## config.mk

```make
export PLATFORM = sky130hd
export DESIGN_NAME = cmma_top
export DESIGN_NICKNAME = d
export VERILOG_FILES = /design/src/rtl/cmma_pkg.sv /design/src/rtl/cmma_top.sv
export VERILOG_INCLUDE_DIRS = /design/src /design/src/rtl
export SDC_FILE = /design/constraint.sdc
export NUM_CORES = 1
export LEC_CHECK = 0
export BUFFER_PORTS_ARGS = -buffer_cell sky130_fd_sc_hd__buf_2
export CAP_MARGIN = 20
export CORE_AREA = 2 2 164 166
export CTS_BUF_LIST = sky130_fd_sc_hd__clkbuf_8
export DETAILED_ROUTE_END_ITERATION = 8
export DIE_AREA = 0 0 166 168
export HOLD_SLACK_MARGIN = 0.08
export PLACE_DENSITY = 0.69
export SKIP_CTS_REPAIR_TIMING = 1
export SYNTH_ARGS = -nofsm -noshare
export SYNTH_HDL_FRONTEND = slang
export SYNTH_SLANG_ARGS = --single-unit
export TNS_END_PERCENT = 1
```

## constraint.sdc

```tcl
create_clock -name CLK -period 8.69 [get_ports CLK]
set_clock_uncertainty 0.05 [all_clocks]
set_input_delay 1.3035 -clock CLK [delete_from_list [all_inputs] [get_ports CLK]]
set_output_delay 1.3035 -clock CLK [all_outputs]
set_load 0.02 [all_outputs]
```

## src/rtl/cmma_map.svh

```systemverilog
// Purpose: address map, reset values and pin-vector layout for the macrocell access block
// Assumes: 16-bit multiplexed host bus, config register space at one 256-byte page
// Notes: offsets are byte addresses inside the config register space page
`ifndef CMMA_MAP_SVH
`define CMMA_MAP_SVH

// page of the config register space (address bits 15:8)
`define CMMA_CFG_BASE 8'hff
// output cells, group a on d7-0, group b on d15-8
`define CMMA_OFF_OC 8'h20
// mask registers, group a on d7-0, group b on d15-8
`define CMMA_OFF_MASK 8'h22
// input cells of ports a (d7-0) and b (d15-8)
`define CMMA_OFF_IC_AB 8'h18
// input cells of port c (d7-0), upper byte reads zero
`define CMMA_OFF_IC_C 8'h1a
`define CMMA_MASK_RST 8'h00
// synchroniser reset: write and read strobes idle high so no false trailing edge after reset
`define CMMA_SYNC_RST 45'h000_0c00_0000
`define CMMA_SYNC_W 45

`endif

```

## src/rtl/cmma_pkg.sv

```systemverilog
// Purpose: shared types of the macrocell access block
// Assumes: used with cmma_map.svh
// Notes: bus state is one-hot
package cmma_pkg;

    // input cell behaviour, two bits per cell
    typedef enum logic [1:0] {
        CMMA_IC_PASS = 2'h0,
        CMMA_IC_LATCH = 2'h1,
        CMMA_IC_REG = 2'h2
    } cmma_ic_mode_t;

    // host read state
    typedef enum logic [1:0] {
        CMMA_BUS_IDLE = 2'h1,
        CMMA_BUS_READ = 2'h2
    } cmma_bus_state_t;

endpackage : cmma_pkg

```

## src/rtl/cmma_top.sv

```systemverilog
// Purpose: host access to output cells, input cells, chip selects and the muxed bus
// Assumes: one clock; product terms arrive from array logic on CLK
// Notes: host pins and clock_input_pin pass two flip-flops before use
// Functional notes
// - output cells mapped in config register space
// - host write loads every unmasked output cell
// - host load beats preset, clear, clock
// - host reads back output cell state
// - load on trailing write strobe edge
// - two eight-bit masks, reset to zero
// - mask bit one blocks host write
// - pin enable is term OR direction
// - output without enable equation always driven
// - internal node never drives its pin
// - twenty-four input cells: latch, register, pass
// - cell strobe is term or address strobe
// - strobe terms shared per four bits
// - host reads input cells
// - address strobe captures upper address bits
// - eight chip selects, polarity selectable
// - chip select enable: term or direction
// - address captured on address latch strobe
// - drive port only on addressed read
// - unused control pin two feeds array
// - cell flops rising edge, preset/clear high
`timescale 1ns/1ps
`default_nettype none
`include "cmma_map.svh"

module cmma_top (
    input wire logic CLK, // 125 mhz
    input wire logic RESET, // async, active high
    input wire logic [15:0] AD_I, // address_data_port level in
    output logic [15:0] AD_O, // address_data_port read data
    output logic AD_OE_N, // low while driving address_data_port
    input wire logic ALS, // address_latch_strobe, high = transparent
    input wire logic WR_N, // write strobe, active low
    input wire logic RD_N, // read strobe, active low
    input wire logic CNTL_TWO_I, // control_pin_two level
    input wire logic CNTL_TWO_UNUSED, // host interface leaves control_pin_two free
    output logic CNTL_TWO_TO_ARRAY, // control_pin_two as array input
    input wire logic CLOCK_INPUT_PIN, // clock_input_pin
    input wire logic [15:0] OC_PT_D, // output cell data terms
    input wire logic [15:0] OC_PT_CLK, // output cell clock terms
    input wire logic [15:0] OC_PT_PRESET, // preset terms, active high
    input wire logic [15:0] OC_PT_CLEAR, // clear terms, active high
    input wire logic [15:0] OC_CLK_SEL, // 1 = clock_input_pin clocks cell
    input wire logic [15:0] OC_COMB, // 1 = combinational cell output
    input wire logic [15:0] OC_IS_PIN, // 1 = cell declared as pin output
    input wire logic [15:0] OC_HAS_OE, // 1 = cell has enable equation
    input wire logic [15:0] OC_PT_OE, // enable terms
    input wire logic [15:0] OC_DIR, // direction register bits, ports a/b
    output logic [15:0] OC_FEEDBACK, // cell outputs back to array
    output logic [15:0] OC_PIN_O, // ports a (7:0) and b (15:8) out
    output logic [15:0] OC_PIN_OE_N, // low while cell drives its pin
    input wire logic [23:0] IC_PIN_I, // ports a, b, c pin levels
    input wire logic [47:0] IC_MODE, // two bits per input cell
    input wire logic [5:0] IC_STB_SEL, // per nibble: 1 = address strobe
    input wire logic [5:0] IC_PT_STB, // per nibble strobe terms
    output logic [23:0] IC_TO_ARRAY, // input cell outputs
    input wire logic [7:0] ECS_PT, // chip select terms
    input wire logic [7:0] ECS_ACT_LOW, // 1 = chip select active low
    input wire logic [7:0] ECS_OE_PT, // chip select enable terms
    input wire logic ECS_OE_SEL, // 1 = enable from term, 0 = direction
    input wire logic [7:0] ECS_DIR, // direction bits of chosen port
    input wire logic ECS_ON_F, // 0 = port c, 1 = port f
    output logic [7:0] ECS_C_O, // external_chip_selects on port c
    output logic [7:0] ECS_C_OE_N, // port c enable, low = drive
    output logic [7:0] ECS_F_O, // external_chip_selects on port f
    output logic [7:0] ECS_F_OE_N // port f enable, low = drive
);

    // true when the latched address names a word in the config register space
    function automatic logic reg_hit(input logic [15:0] addr, input logic [7:0] off);
        reg_hit = (addr[15:8] == `CMMA_CFG_BASE) && (addr[7:1] == off[7:1]);
    endfunction : reg_hit

    logic [`CMMA_SYNC_W-1:0] sync1_q, sync2_q;
    logic [15:0] ad_s;
    logic als_s, wr_n_s, rd_n_s, cntl_s, clock_input_pin_s;
    logic [23:0] icpin_s;
    logic wr_prev_q, clock_input_pin_prev_q;
    logic wr_rise, clock_input_pin_rise, rd_act, any_hit, hit_oc;
    logic [15:0] addr_q, addr_d;

    // two-flop synchroniser on every pin input; only stage two is read
    always_ff @(posedge CLK or posedge RESET)
    begin
        if (RESET)
        begin
            sync1_q <= `CMMA_SYNC_RST;
            sync2_q <= `CMMA_SYNC_RST;
        end
        else
        begin
            sync1_q <= {AD_I, ALS, WR_N, RD_N, CNTL_TWO_I, CLOCK_INPUT_PIN, IC_PIN_I};
            sync2_q <= sync1_q;
        end
    end

    assign {ad_s, als_s, wr_n_s, rd_n_s, cntl_s, clock_input_pin_s, icpin_s} = sync2_q;
    // strobes: trailing write edge, clock pin rising edge, read level
    assign wr_rise = wr_n_s & ~wr_prev_q;
    assign clock_input_pin_rise = clock_input_pin_s & ~clock_input_pin_prev_q;
    assign rd_act = ~rd_n_s;
    assign hit_oc = reg_hit(addr_q, `CMMA_OFF_OC);
    assign any_hit = hit_oc | reg_hit(addr_q, `CMMA_OFF_MASK) | reg_hit(addr_q, `CMMA_OFF_IC_AB)
        | reg_hit(addr_q, `CMMA_OFF_IC_C);
    // address held transparent while the strobe is high, frozen at its fall
    assign addr_d = als_s ? ad_s : addr_q;

    // output cells and masks
    logic [15:0] oc_q, oc_d, out_q, out_d, ptclk_prev_q, oc_load;
    logic [7:0] mask_a_q, mask_a_d, mask_b_q, mask_b_d;

    // cell next state: host load first, then clear, preset, clock edge
    always_comb
    begin
        logic clk_edge;
        clk_edge = 1'b0;
        mask_a_d = mask_a_q;
        mask_b_d = mask_b_q;
        if (wr_rise && reg_hit(addr_q, `CMMA_OFF_MASK))
        begin
            mask_a_d = ad_s[7:0];
            mask_b_d = ad_s[15:8];
        end
        // bit n of each mask lines up with cell n of its group
        oc_load = {16{wr_rise && hit_oc}} & ~{mask_b_q, mask_a_q};
        for (int i = 0; i < 16; i++)
        begin
            clk_edge = OC_CLK_SEL[i] ? clock_input_pin_rise : (OC_PT_CLK[i] & ~ptclk_prev_q[i]);
            if (oc_load[i])
                oc_d[i] = ad_s[i];
            else if (OC_PT_CLEAR[i])
                oc_d[i] = 1'b0;
            else if (OC_PT_PRESET[i])
                oc_d[i] = 1'b1;
            else if (clk_edge)
                oc_d[i] = OC_PT_D[i];
            else
                oc_d[i] = oc_q[i];
        end
        // masked cells keep running from the array, only host writes are blocked
        out_d = (OC_COMB & OC_PT_D) | (~OC_COMB & oc_d);
    end

    always_ff @(posedge CLK or posedge RESET)
    begin
        if (RESET)
        begin
            oc_q <= 16'h0000;
            out_q <= 16'h0000;
            ptclk_prev_q <= 16'h0000;
            mask_a_q <= `CMMA_MASK_RST;
            mask_b_q <= `CMMA_MASK_RST;
            wr_prev_q <= 1'b1;
            clock_input_pin_prev_q <= 1'b0;
            addr_q <= 16'h0000;
        end
        else
        begin
            oc_q <= oc_d;
            out_q <= out_d;
            ptclk_prev_q <= OC_PT_CLK;
            mask_a_q <= mask_a_d;
            mask_b_q <= mask_b_d;
            wr_prev_q <= wr_n_s;
            clock_input_pin_prev_q <= clock_input_pin_s;
            addr_q <= addr_d;
        end
    end

    assign OC_FEEDBACK = out_q;
    assign OC_PIN_O = out_q;
    // combinational enable so a pin with no equation drives from reset on
    assign OC_PIN_OE_N = ~(OC_IS_PIN & (~OC_HAS_OE | OC_PT_OE | OC_DIR));

    // input cells
    logic [23:0] ic_q, ic_d;
    logic [5:0] stb, stb_prev_q;
    logic cntl_q, cntl_d;

    always_comb
    begin
        logic [1:0] mode;
        mode = 2'h0;
        // one strobe per four cells, from a term or from the address strobe
        stb = (IC_STB_SEL & {6{als_s}}) | (~IC_STB_SEL & IC_PT_STB);
        for (int j = 0; j < 24; j++)
        begin
            mode = IC_MODE[2*j +: 2];
            case (mode)
                cmma_pkg::CMMA_IC_PASS: ic_d[j] = icpin_s[j];
                cmma_pkg::CMMA_IC_LATCH: ic_d[j] = stb[j/4] ? icpin_s[j] : ic_q[j];
                cmma_pkg::CMMA_IC_REG: ic_d[j] = (stb[j/4] & ~stb_prev_q[j/4]) ? icpin_s[j] : ic_q[j];
                default: ic_d[j] = ic_q[j];
            endcase
        end
        cntl_d = cntl_s & CNTL_TWO_UNUSED;
    end

    always_ff @(posedge CLK or posedge RESET)
    begin
        if (RESET)
        begin
            ic_q <= 24'h000000;
            stb_prev_q <= 6'h00;
            cntl_q <= 1'b0;
        end
        else
        begin
            ic_q <= ic_d;
            stb_prev_q <= stb;
            cntl_q <= cntl_d;
        end
    end

    assign IC_TO_ARRAY = ic_q;
    assign CNTL_TWO_TO_ARRAY = cntl_q;

    // host read path
    cmma_pkg::cmma_bus_state_t bus_q, bus_d;
    logic [15:0] rdata_q, rdata_d;

    // read data follows the addressed register for the whole read strobe
    always_comb
    begin
        bus_d = bus_q;
        rdata_d = rdata_q;
        if (rd_act && any_hit)
        begin
            if (hit_oc)
                rdata_d = oc_q;
            else if (reg_hit(addr_q, `CMMA_OFF_MASK))
                rdata_d = {mask_b_q, mask_a_q};
            else if (reg_hit(addr_q, `CMMA_OFF_IC_AB))
                rdata_d = ic_q[15:0];
            else
                rdata_d = {8'h00, ic_q[23:16]};
        end
        case (bus_q)
            cmma_pkg::CMMA_BUS_IDLE: if (rd_act && any_hit) bus_d = cmma_pkg::CMMA_BUS_READ;
            cmma_pkg::CMMA_BUS_READ: if (!(rd_act && any_hit)) bus_d = cmma_pkg::CMMA_BUS_IDLE;
            default: bus_d = cmma_pkg::CMMA_BUS_IDLE;
        endcase
    end

    always_ff @(posedge CLK or posedge RESET)
    begin
        if (RESET)
        begin
            bus_q <= cmma_pkg::CMMA_BUS_IDLE;
            rdata_q <= 16'h0000;
        end
        else
        begin
            bus_q <= bus_d;
            rdata_q <= rdata_d;
        end
    end

    assign AD_O = rdata_q;
    // released the cycle the strobe or the hit goes, so bus contention stays short
    assign AD_OE_N = ~((bus_q == cmma_pkg::CMMA_BUS_READ) && rd_act && any_hit);

    // external chip selects
    logic [7:0] ecs_q, ecs_d, ecs_oe;

    // polarity applied here, routed to one of two ports
    always_comb
    begin
        ecs_d = ECS_PT ^ ECS_ACT_LOW;
        ecs_oe = ECS_OE_SEL ? ECS_OE_PT : ECS_DIR;
    end

    always_ff @(posedge CLK or posedge RESET)
    begin
        if (RESET)
            ecs_q <= 8'h00;
        else
            ecs_q <= ecs_d;
    end

    assign ECS_C_O = ecs_q;
    assign ECS_F_O = ecs_q;
    assign ECS_C_OE_N = ~(ecs_oe & {8{~ECS_ON_F}});
    assign ECS_F_OE_N = ~(ecs_oe & {8{ECS_ON_F}});

    // checks
    a_load_takes_data: assert property (@(posedge CLK) disable iff (RESET)
        (|oc_load) |=> ((oc_q & $past(oc_load)) == ($past(ad_s) & $past(oc_load))))
        else $error("host load did not land in output cells");
    a_mask_blocks_load: assert property (@(posedge CLK) disable iff (RESET)
        (wr_rise && hit_oc) |=> (((oc_q ^ $past(oc_q)) & {$past(mask_b_q), $past(mask_a_q)} & ~$past(OC_PT_CLEAR)
        & ~$past(OC_PT_PRESET) & ~$past(OC_PT_CLK) & ~{16{$past(clock_input_pin_rise)}}) == 16'h0000))
        else $error("masked output cell was loaded");
    a_mask_reset_value: assert property (@(posedge CLK) disable iff (RESET)
        $past(RESET) |-> ({mask_b_q, mask_a_q} == 16'h0000))
        else $error("mask not zero after reset");
    a_load_on_trailing: assert property (@(posedge CLK) disable iff (RESET)
        (|oc_load) |-> ($rose(wr_n_s) && hit_oc))
        else $error("load away from trailing write edge");
    a_port_drive_read: assert property (@(posedge CLK) disable iff (RESET)
        !AD_OE_N |-> (rd_act && any_hit && $past(rd_act)))
        else $error("port driven outside addressed read");
    a_readback_cells: assert property (@(posedge CLK) disable iff (RESET)
        (rd_act && hit_oc) |=> (AD_O == $past(oc_q)))
        else $error("read back differs from output cells");
    a_address_capture: assert property (@(posedge CLK) disable iff (RESET)
        $fell(als_s) |-> (addr_q == $past(ad_s)))
        else $error("address not captured on strobe");
    a_node_pin_quiet: assert property (@(posedge CLK) disable iff (RESET)
        ((~OC_PIN_OE_N & ~OC_IS_PIN) == 16'h0000) && ((OC_IS_PIN & (OC_PT_OE | OC_DIR) & OC_PIN_OE_N) == 16'h0000))
        else $error("output cell pin enable wrong");
    a_ecs_polarity: assert property (@(posedge CLK) disable iff (RESET)
        1'b1 |=> (ECS_C_O == ($past(ECS_PT) ^ $past(ECS_ACT_LOW))))
        else $error("chip select polarity wrong");

endmodule : cmma_top

`default_nettype wire

```

==> results_dict.tcl, run 1 <==
set metrics [dict create \
    hold_viol 0 \
    fillers 2414 \
    r2r_start "addr_q[4]" \
    placed_cell_area_um2 11950 \
    total_power_mw 2.565 \
    rows 60 \
    crit_end "AD_OE_N" \
    place.gp.congestion 0.8493 \
    synth-seq-cells 228 \
    post-route-min-period_ns 4.101 \
    tightestPinTransition_ns 1.114 \
    cts_tree "done" \
    drtIter0Drc 440 \
    leakage_nw 6.258 \
    pin_count 424 \
    cp_slowest_cell "or3_1" \
    layout.cells.non_filler 1574 \
    rsz0062_at_grt "no" \
    antenna_left 0 \
    min_path_type "flip-flop to flip-flop" \
    grt_pass1_wl_um 41630 \
    clk_latency_ns 0.54 \
    synthesis.area_um2 9667 \
    cp_max_fo 10 \
    grt_antenna_before_repair 4 \
    finalSetupTns_ns 0 \
    synth.avg_cell_area_um2 12.38 \
    path_buf_inv 1 \
    drc 0 \
    coreArea_um2 26350 \
    synthCells 781 \
    reg2reg_to "mask_a_q[7]" \
    startpoint_type "flip-flop" \
    r2r_slack_ns 5.89 \
    max_freq_mhz 243.8 \
    async_flop_share 1.000 \
    dieWidth_um 166 \
    synth_top_cell_area_share 0.5747 \
    die_area_um2 27890 \
    post-route-period-util 0.4720 \
    numCtsBuffers 41 \
    initial_core_util 0.3669 \
    avgRoutedWirePerCell_um 16.98 \
    drt-pass1-iter-count 5 \
    power_density_nw_per_um2 200.2 \
    htree_levels 2 \
    yosysUniqueCellTypes 51 \
    arrival_ns 2.75 \
    ys.flop_type "dfrtp_1" \
    crit_path_max_incr_delay_ns 0.54 \
    cp-end-kind "output pin" \
    yosys_warnings 0 \
    setup_violations 0 \
    grt_pass1_vias 7891 \
    status "complete, no violations" \
    grt-ovfl-total 0 \
    synthTopCellsByArea "dfrtp_1, mux2_2, o31ai_1" \
    io_buffer_count 423 \
    viasPerCell 4.965 \
    startpoint "addr_q[2]" \
    report.final.slew_viol_count 0 \
    synth_edf_count 0 \
    cts.clk_slew.worst_paths_ns 0.06 \
    die_h_um 168 \
    crit_cells 5 \
    rr_worst_depth 4 \
    synth_most_common_cell "dfrtp_1" \
    yosys.area.top_type "dfrtp_1" \
    area_growth_pct 32.54 \
    cts_root_buf "clkbuf_8" \
    max_slew_margin 0.2577 \
    vias 7815 \
    routed_wirelength_um 26730 \
    crit_required_ns 7.34 \
    placed_cells 1499 \
    path_cells "or3_1 -> or3_1 -> nor2_2 -> nand3b_1 -> buf_2" \
    finalNetCount 1503 \
    ir_drop_mv 0.1402 \
    cts_buffer_depth 3 \
    hpwl_um 19950 \
    grt_max_degree 98 \
    path_common_cell "or3_1" \
    grt_usage 0.1877 \
    yosysSeqAreaShare 0.5910 \
    path_delay_family "simple AND/OR/NAND/NOR gates" \
    path_class "flip-flop to output pin" \
    clock-sinks 228 \
    synthTopCellsByCount "dfrtp_1, mux2_2, o21ai_0, o31ai_1, buf_4" \
    utilization 0.4862 \
    fin_area_um2 12810 \
    drive_gt1_frac 0.4765 \
    max_cap_viol_count 0 \
    synth_nets 1083 \
]
[cells by family after synthesis]
| kind of cell | after synthesis | synth area share |
|---|---|---|
| flip-flops | 228 | 0.5910 |
| AO/OA/AOI/OAI | 202 | 0.1456 |
| AND/OR/NAND/NOR | 191 | 0.1226 |
| multiplexers | 77 | 0.09164 |
| buffers and inverters | 74 | 0.04103 |
| XOR/XNOR | 9 | 0.008155 |
[power breakdown]
group	internal [mW]	switching (mW)	total, mW
Clock	0.596	0.433	1.03
Sequential	1.13	0.0540	1.19
Combinational	0.151	0.197	0.348
Total	1.88	0.684	2.56
[sequential cells by signal, indices dropped and copies added (netlist names), 2 cells and up]
| signal | cells |
|---|---|
| IC_TO_ARRAY | 24 |
| stb_prev_q | 6 |
| oc_q | 16 |
| AD_O | 16 |
| ECS_C_O | 8 |
| sync1_q | 45 |
| OC_FEEDBACK | 16 |
| bus_q | 2 |
| mask_b_q | 8 |
| mask_a_q | 8 |
| ptclk_prev_q | 16 |
| addr_q | 15 |
| sync2_q | 45 |
[worst reg2reg max path: cells and delay by family, from the launching register on]
kind / cells / cell delay [ns]
AND/OR/NAND/NOR: 3 / 1.72
flip-flops: 1 / 0.43
multiplexers: 1 / 0.47
[cell usage in the layout (no fill, tap or decap), drive strengths merged, types with 25 or more instances in the layout]
master	n
buf	427
clkbuf	52
dfrtp	222
inv	39
mux2	62
nand2	25
nor2	25
o21ai	56
o31ai	40
[per-stage QoR]
step           setup slack [ns]  hold slack, ns
5_1_grt                   4.442          0.3027
4_1_cts                   4.558          0.2937
2_1_floorplan             1.099          0.2812
3_3_place_gp              5.183          0.2814
6_report                  4.589          0.2807
3_5_place_dp              5.169          0.2847
[area by class of cell]
type,count,area [µm²],area share
diodes,1,2.502,0.0001953
clock buffers,52,715.7,0.05586
clock inverters,22,143.9,0.01123
inverters,24,97.59,0.007617
multi-input cells,479,3566,0.2783
flip-flops and latches,228,5713,0.4459
well taps,341,426.7,0.03330
repair buffers,427,2147,0.1676
[layer usage]
| layer | share of wire | track usage | up-vias |
|---|---|---|---|
| li1 | - | - | 3706 |
| met1 | 0.42 | 0.2441 | 3745 |
| met2 | 0.48 | 0.3083 | 297 |
| met3 | 0.069 | 0.04537 | 61 |
| met4 | 0.027 | 0.06503 | 6 |
| met5 | 0.0016 | 0 | - |
[how the worst min path moves through the flow]
stage / cells past startpoint / end / start
2_1_floorplan: 0 / sync2_q[0] / sync1_q[0]
3_5_place_dp: 0 / sync2_q[10] / sync1_q[10]
4_1_cts: 0 / sync2_q[9] / sync1_q[9]
6_report: 0 / sync2_q[14] / sync1_q[14]
5_1_grt: 0 / sync2_q[23] / sync1_q[23]
3_3_place_gp: 0 / sync2_q[41] / sync1_q[41]
(Power assumes the default switching activity.)
==> inputs of run 2 (changes only) <==
--- a/config.mk
+++ b/config.mk
@@ -8,12 +8,12 @@
 export LEC_CHECK = 0
 export BUFFER_PORTS_ARGS = -buffer_cell sky130_fd_sc_hd__buf_2
 export CAP_MARGIN = 20
-export CORE_AREA = 2 2 164 166
+export CORE_AREA = 2 2 165 167
 export CTS_BUF_LIST = sky130_fd_sc_hd__clkbuf_8
 export DETAILED_ROUTE_END_ITERATION = 8
-export DIE_AREA = 0 0 166 168
+export DIE_AREA = 0 0 167 169
 export HOLD_SLACK_MARGIN = 0.08
-export PLACE_DENSITY = 0.69
+export PLACE_DENSITY = 0.71
 export SKIP_CTS_REPAIR_TIMING = 1
 export SYNTH_ARGS = -nofsm -noshare
 export SYNTH_HDL_FRONTEND = slang
==> constraint.sdc (replaced) <==
create_clock -name CLK -period 3.65 [get_ports CLK]
set_clock_uncertainty 0.05 [all_clocks]
set_input_delay 0.5475 -clock CLK [delete_from_list [all_inputs] [get_ports CLK]]
set_output_delay 0.5475 -clock CLK [all_outputs]
set_load 0.02 [all_outputs]
==> run 2 against run 1 <==
Register-to-register slack worse by 4.6 ns. Combinational power rose to 2.6 times the previous value. Critical endpoint unchanged. Sequential share of layout area down 2.1 points. Utilization up 2.1 points. Largest power group unchanged. Worst hold slack worse by 0.18 ns.
==> results_dict.tcl, run 2 (synthesis gave the netlist of run 1 again) <==
set metrics [dict create \
    status "complete, no violations" \
    grt_max_degree 150 \
    layout_common_cells "buf_2, dfrtp_1, dlygate4sd3_1, clkbuf_8, mux2_2" \
    path_class "flip-flop to output pin" \
    initial_core_util 0.3648 \
    die_h_um 169 \
    area_growth_pct 39.13 \
    startpoint "addr_q[2]" \
    grt_use_met2 0.2936 \
    post-route-min-period_ns 3.386 \
    path_cells "or3_1 -> or3_1 -> nor2_2 -> nand3b_1 -> buf_2" \
    clk_latency_ns 0.53 \
    max_slew_margin 0.4007 \
    ir_drop_mv 0.2457 \
    gr-usage-met3 0.04419 \
    placed_cell_area_um2 11990 \
    grt_pass1_vias 7755 \
    swShare 0.2642 \
    numCtsBuffers 40 \
    crit_required_ns 3.05 \
    hpwl_um 20350 \
    path_common_cell "or3_1" \
    leakage_nw 6.514 \
    drc 0 \
    post-route-period-util 0.9276 \
    internal_power_mw 4.544 \
    hold_viol 0 \
    placed_cells 1502 \
    r2r_start "addr_q[3]" \
    cp-end-kind "output pin" \
    pwr-share-seq 0.458 \
    routed_wirelength_um 27480 \
    htree_levels 2 \
    startpoint_type "flip-flop" \
    pin_count 424 \
    r2r_slack_ns 1.24 \
    met1_usage 0.2416 \
    grt-ovfl-total 0 \
    p_switching_mw 1.631 \
    tightestPinTransition_ns 0.8989 \
    grt_antenna_before_repair 1 \
    arrival_ns 2.79 \
    power_density_nw_per_um2 459.1 \
    clkPwrFrac 0.398 \
    cp_max_fo 10 \
    clock-sinks 228 \
    finalSetupTns_ns 0 \
    die_area_um2 28220 \
    report.final.slew_viol_count 0 \
    cts.clk_slew.worst_paths_ns 0.06 \
    drtIter0Drc 441 \
    drt-pass1-iter-count 4 \
    rows 60 \
    place.gp.congestion 0.8916 \
    grt-busiest-layer "met2" \
    rsz0062_at_grt "no" \
    layout.cells.non_filler 1634 \
    antenna_left 0 \
    cp_slowest_cell "or3_1" \
    viasPerCell 4.944 \
    path_delay_family "simple AND/OR/NAND/NOR gates" \
    pwr-share-comb 0.144 \
    vias 8078 \
    drive_gt1_frac 0.4590 \
    dieWidth_um 167 \
    reg2reg_to "mask_a_q[0]" \
    grt_usage 0.1830 \
    path_buf_inv 1 \
    min_path_type "input port to flip-flop" \
    utilization 0.5075 \
    io_buffer_count 423 \
    finalNetCount 1564 \
    crit_end "AD_OE_N" \
    final_common_cell "buf_2" \
    cts_root_buf "clkbuf_8" \
    whs_ns 0.1013 \
    setup_violations 0 \
    coreArea_um2 26500 \
    grt_pass1_wl_um 41080 \
    max_cap_viol_count 0 \
    crit_path_max_incr_delay_ns 0.55 \
    rr_worst_depth 5 \
    max_freq_mhz 295.3 \
    fillers 2366 \
    avgRoutedWirePerCell_um 16.82 \
    fin_area_um2 13450 \
    cts_buffer_depth 3 \
    cts_tree "done" \
    crit_cells 5 \
]
-- run 2: worst min-delay path by stage --
stage	start	to	slack, ns	cells after the start
after global placement	sync1_q[23]	sync2_q[23]	0.28	0
final	OC_PT_CLK[0]	ptclk_prev_q[0]	0.10	1
after global routing	OC_PT_CLK[0]	ptclk_prev_q[0]	0.08	1
after detailed placement	sync1_q[12]	sync2_q[12]	0.28	0
after CTS	RESET	IC_TO_ARRAY[13]	-0.11	2
after floorplan	sync1_q[0]	sync2_q[0]	0.28	0
-- run 2: layout make-up --
type / instances / area [µm²] / share of cell area
sequential: 228 / 5713 / 0.4248
inverter: 24 / 93.84 / 0.006977
antenna: 1 / 2.502 / 0.0001861
timing repair buffer: 489 / 2785 / 0.2071
clock inverter: 19 / 132.6 / 0.009861
tap: 341 / 426.7 / 0.03172
clock buffer: 53 / 729.5 / 0.05424
multi-input combinational: 479 / 3566 / 0.2651
-- run 2: power groups by stage --
stage / combinational (mW) / sequential, mW / clock, mW
3_3_place_gp: 0.826 / 2.87 / 0
6_report: 0.890 / 2.83 / 2.46
2_1_floorplan: 0.416 / 2.91 / 0
3_5_place_dp: 0.845 / 2.87 / 0
4_1_cts: 0.848 / 2.83 / 2.54
5_1_grt: 0.971 / 2.85 / 2.67
-- run 2: metal layers --
metal | share of wire | routed length, µm | vias up
met5 | 0 | 0 | -
met4 | 0.029 | 796 | 0
met3 | 0.063 | 1737 | 57
met2 | 0.48 | 13150 | 304
met1 | 0.43 | 11800 | 3889
li1 | - | - | 3828
-- run 2: per-stage QoR --
stage,worst slack [ns],power [mW]
4_1_cts,0.2628,6.212
3_5_place_dp,0.8385,3.717
6_report,0.2641,6.175
2_1_floorplan,0.07742,3.323
5_1_grt,0.1421,6.486
3_3_place_gp,0.8672,3.692
==> inputs of run 3 (changes only) <==
--- a/config.mk
+++ b/config.mk
@@ -6,6 +6,7 @@
 export SDC_FILE = /design/constraint.sdc
 export NUM_CORES = 1
 export LEC_CHECK = 0
+export ABC_AREA = 1
 export BUFFER_PORTS_ARGS = -buffer_cell sky130_fd_sc_hd__buf_2
 export CAP_MARGIN = 20
 export CORE_AREA = 2 2 165 167
@@ -13,7 +14,7 @@
 export DETAILED_ROUTE_END_ITERATION = 8
 export DIE_AREA = 0 0 167 169
 export HOLD_SLACK_MARGIN = 0.08
-export PLACE_DENSITY = 0.71
+export PLACE_DENSITY = 0.72
 export SKIP_CTS_REPAIR_TIMING = 1
 export SYNTH_ARGS = -nofsm -noshare
 export SYNTH_HDL_FRONTEND = slang
==> run 3 against run 2 <==
Clock power is 5% higher. Largest power group unchanged. Maximum frequency is 19% higher. Total power is 1.1% higher. Final area is 1.0% higher. Critical path depth is 3 higher. Clock-buffer cell count is 1 lower.
==> results_dict.tcl, run 3 <==
set metrics [dict create \
    final_common_cell "buf_2" \
    htree_levels 2 \
    yosys_warnings 0 \
    yosysUniqueCellTypes 35 \
    cp-end-kind "output pin" \
    clock-sinks 228 \
    synthTopCellsByCount "nand2_1, dfrtp_1, inv_1, nand3_1, nor2_1" \
    min_path_cells 1 \
    cts_buffer_depth 3 \
    dp_slack_ns 1.301 \
    synth_most_common_cell "nand2_1" \
    area_growth_pct 37.98 \
    placed_cells 1787 \
    synth-seq-cells 228 \
    coreArea_um2 26500 \
    avgRoutedWirePerCell_um 14.69 \
    leakage_nw 7.489 \
    rr_worst_depth 11 \
    finalNetCount 1846 \
    post-route-period-util 0.7787 \
    cts_tree "done" \
    grt_pass1_vias 8420 \
    swShare 0.2628 \
    yosys.area.top_type "dfrtp_1" \
    grt_usage 0.1923 \
    ys.flop_type "dfrtp_1" \
    synthCells 1064 \
    grt_max_degree 71 \
    grt-ovfl-total 0 \
    synth.avg_cell_area_um2 9.255 \
    antenna_left 0 \
    status "complete, no violations" \
    startpoint_type "flip-flop" \
    layout_common_cells "buf_2, nand2_1, dfrtp_1, inv_1, nand3_1" \
    vias 8785 \
    whs_ns 0.09252 \
    initial_core_util 0.3716 \
    max_slew_margin 0.3622 \
    r2r_slack_ns 1.31 \
    clkPwrFrac 0.413 \
    setup_violations 0 \
    finalWorstSetupSlack_ns 0.8077 \
    drive_gt1_frac 0.3492 \
    pwr-share-comb 0.140 \
    drtIter0Drc 496 \
    dieWidth_um 167 \
    synthTopCellsByArea "dfrtp_1, nand2_1, inv_1" \
    numCtsBuffers 40 \
    async_flop_share 1.000 \
    power_density_nw_per_um2 459.7 \
    path_class "flip-flop to output pin" \
    synthesis.area_um2 9847 \
    hold-path-endpoint "ptclk_prev_q[10]" \
    rsz0062_at_grt "no" \
    place.gp.congestion 0.8820 \
    drc 0 \
    drt-pass1-iter-count 5 \
    post-route-min-period_ns 2.842 \
    rows 60 \
    synth_nets 1366 \
    die_h_um 169 \
    synth_edf_count 0 \
    max_freq_mhz 351.8 \
    yosysSeqAreaShare 0.5802 \
    min_from "OC_PT_CLK[10]" \
    layout.cells.non_filler 1914 \
    grt_pass1_wl_um 43140 \
    internal_power_mw 4.604 \
    finalSetupTns_ns 0 \
    r2r_start "addr_q[6]" \
    ir_drop_mv 0.2866 \
    max_cap_viol_count 0 \
    clk_latency_ns 0.53 \
    cp_max_fo 32 \
    report.final.slew_viol_count 0 \
    min_path_type "input port to flip-flop" \
    hpwl_um 21310 \
    cts_root_buf "clkbuf_8" \
    crit_required_ns 3.05 \
    cts.clk_slew.worst_paths_ns 0.06 \
    grt_antenna_before_repair 1 \
    tightestPinTransition_ns 0.9556 \
    die_area_um2 28220 \
    synth_top_cell_area_share 0.5642 \
    routed_wirelength_um 28120 \
    viasPerCell 4.590 \
    hold_viol 0 \
    arrival_ns 2.24 \
    reg2reg_to "OC_FEEDBACK[13]" \
    p_switching_mw 1.642 \
    pwr-share-seq 0.446 \
    io_buffer_count 423 \
    pin_count 424 \
]
==> run 3: cell count changes in the layout (fill, tap and decap cells not counted), sizes merged, moves of 32 or more <==
| cell | before | now |
|---|---|---|
| nand2 | 25 | 266 |
| nor2 | 25 | 57 |
| nand3 | 16 | 101 |
| inv | 33 | 186 |
| mux2 | 62 | 12 |
==> run 3: power by group through the flow <==
stage | registers [mW] | clock network (mW) | logic [mW]
floorplan | 2.88 | 0 | 0.400
global placement | 2.83 | 0 | 0.819
detailed placement | 2.83 | 0 | 0.835
CTS | 2.79 | 2.67 | 0.838
global route | 2.81 | 2.80 | 0.971
finish | 2.79 | 2.58 | 0.876
==> run 3: logic make-up after synthesis <==
logic type	Yosys count	synth area share
flip-flops	228	0.5802
buffers and inverters	224	0.1024
XOR/XNOR	8	0.007116
multiplexers	12	0.01372
AND/OR/NAND/NOR	483	0.2290
AO/OA/AOI/OAI	109	0.06760
==> run 3: final cells by class <==
| class | count | area (µm²) |
|---|---|---|
| Antenna cell | 1 | 2.502 |
| Clock buffer | 52 | 715.7 |
| Clock inverter | 18 | 181.4 |
| Fill cell | 2484 | 12910 |
| Inverter | 176 | 664.4 |
| Multi-Input combinational cell | 612 | 3128 |
| Sequential cell | 228 | 5713 |
| Tap cell | 341 | 426.7 |
| Timing Repair Buffer | 486 | 2755 |
==> run 3: critical path, stage by stage (launching register included) <==
cell,delay (ns)
dfrtp_1,0.35
nand2_1,0.08
inv_2,0.05
nand2_2,0.08
nor2_8,0.42
nand2_4,0.27
nand3_2,0.17
nand3_1,0.08
buf_2,0.20
==> run 3: per-layer routing <==
| metal | routed length (µm) | track usage | vias up |
|---|---|---|---|
| li1 | - | - | 4327 |
| met1 | 11940 | 0.2486 | 4063 |
| met2 | 13690 | 0.3253 | 350 |
| met3 | 1914 | 0.04138 | 45 |
| met4 | 567 | 0.05810 | 0 |
| met5 | 0 | 0 | - |
==> run 3: worst max-delay path by stage <==
stage                           from              end  slack [ns]  cells after the start
after global routing      addr_q[11]          AD_OE_N        0.61                      8
after CTS                  addr_q[9]          AD_OE_N        0.78                      8
after detailed placement   addr_q[6]   OC_FEEDBACK[9]        1.30                     11
after floorplan                RESET          AD_O[0]        0.08                      1
after global placement     addr_q[2]  OC_FEEDBACK[13]        1.35                     11
final                     addr_q[10]          AD_OE_N        0.81                      8
==> run 3: per-stage QoR <==
| stage | instance area [µm²] | util | power (mW) |
|---|---|---|---|
| after floorplan | 9851 | - | 3.281 |
| after global placement | 12130 | 0.4576 | 3.649 |
| after detailed placement | 12130 | 0.4576 | 3.668 |
| after CTS | 13020 | 0.4915 | 6.294 |
| after global routing | 13590 | 0.5127 | 6.577 |
| final | 13590 | 0.5127 | 6.246 |
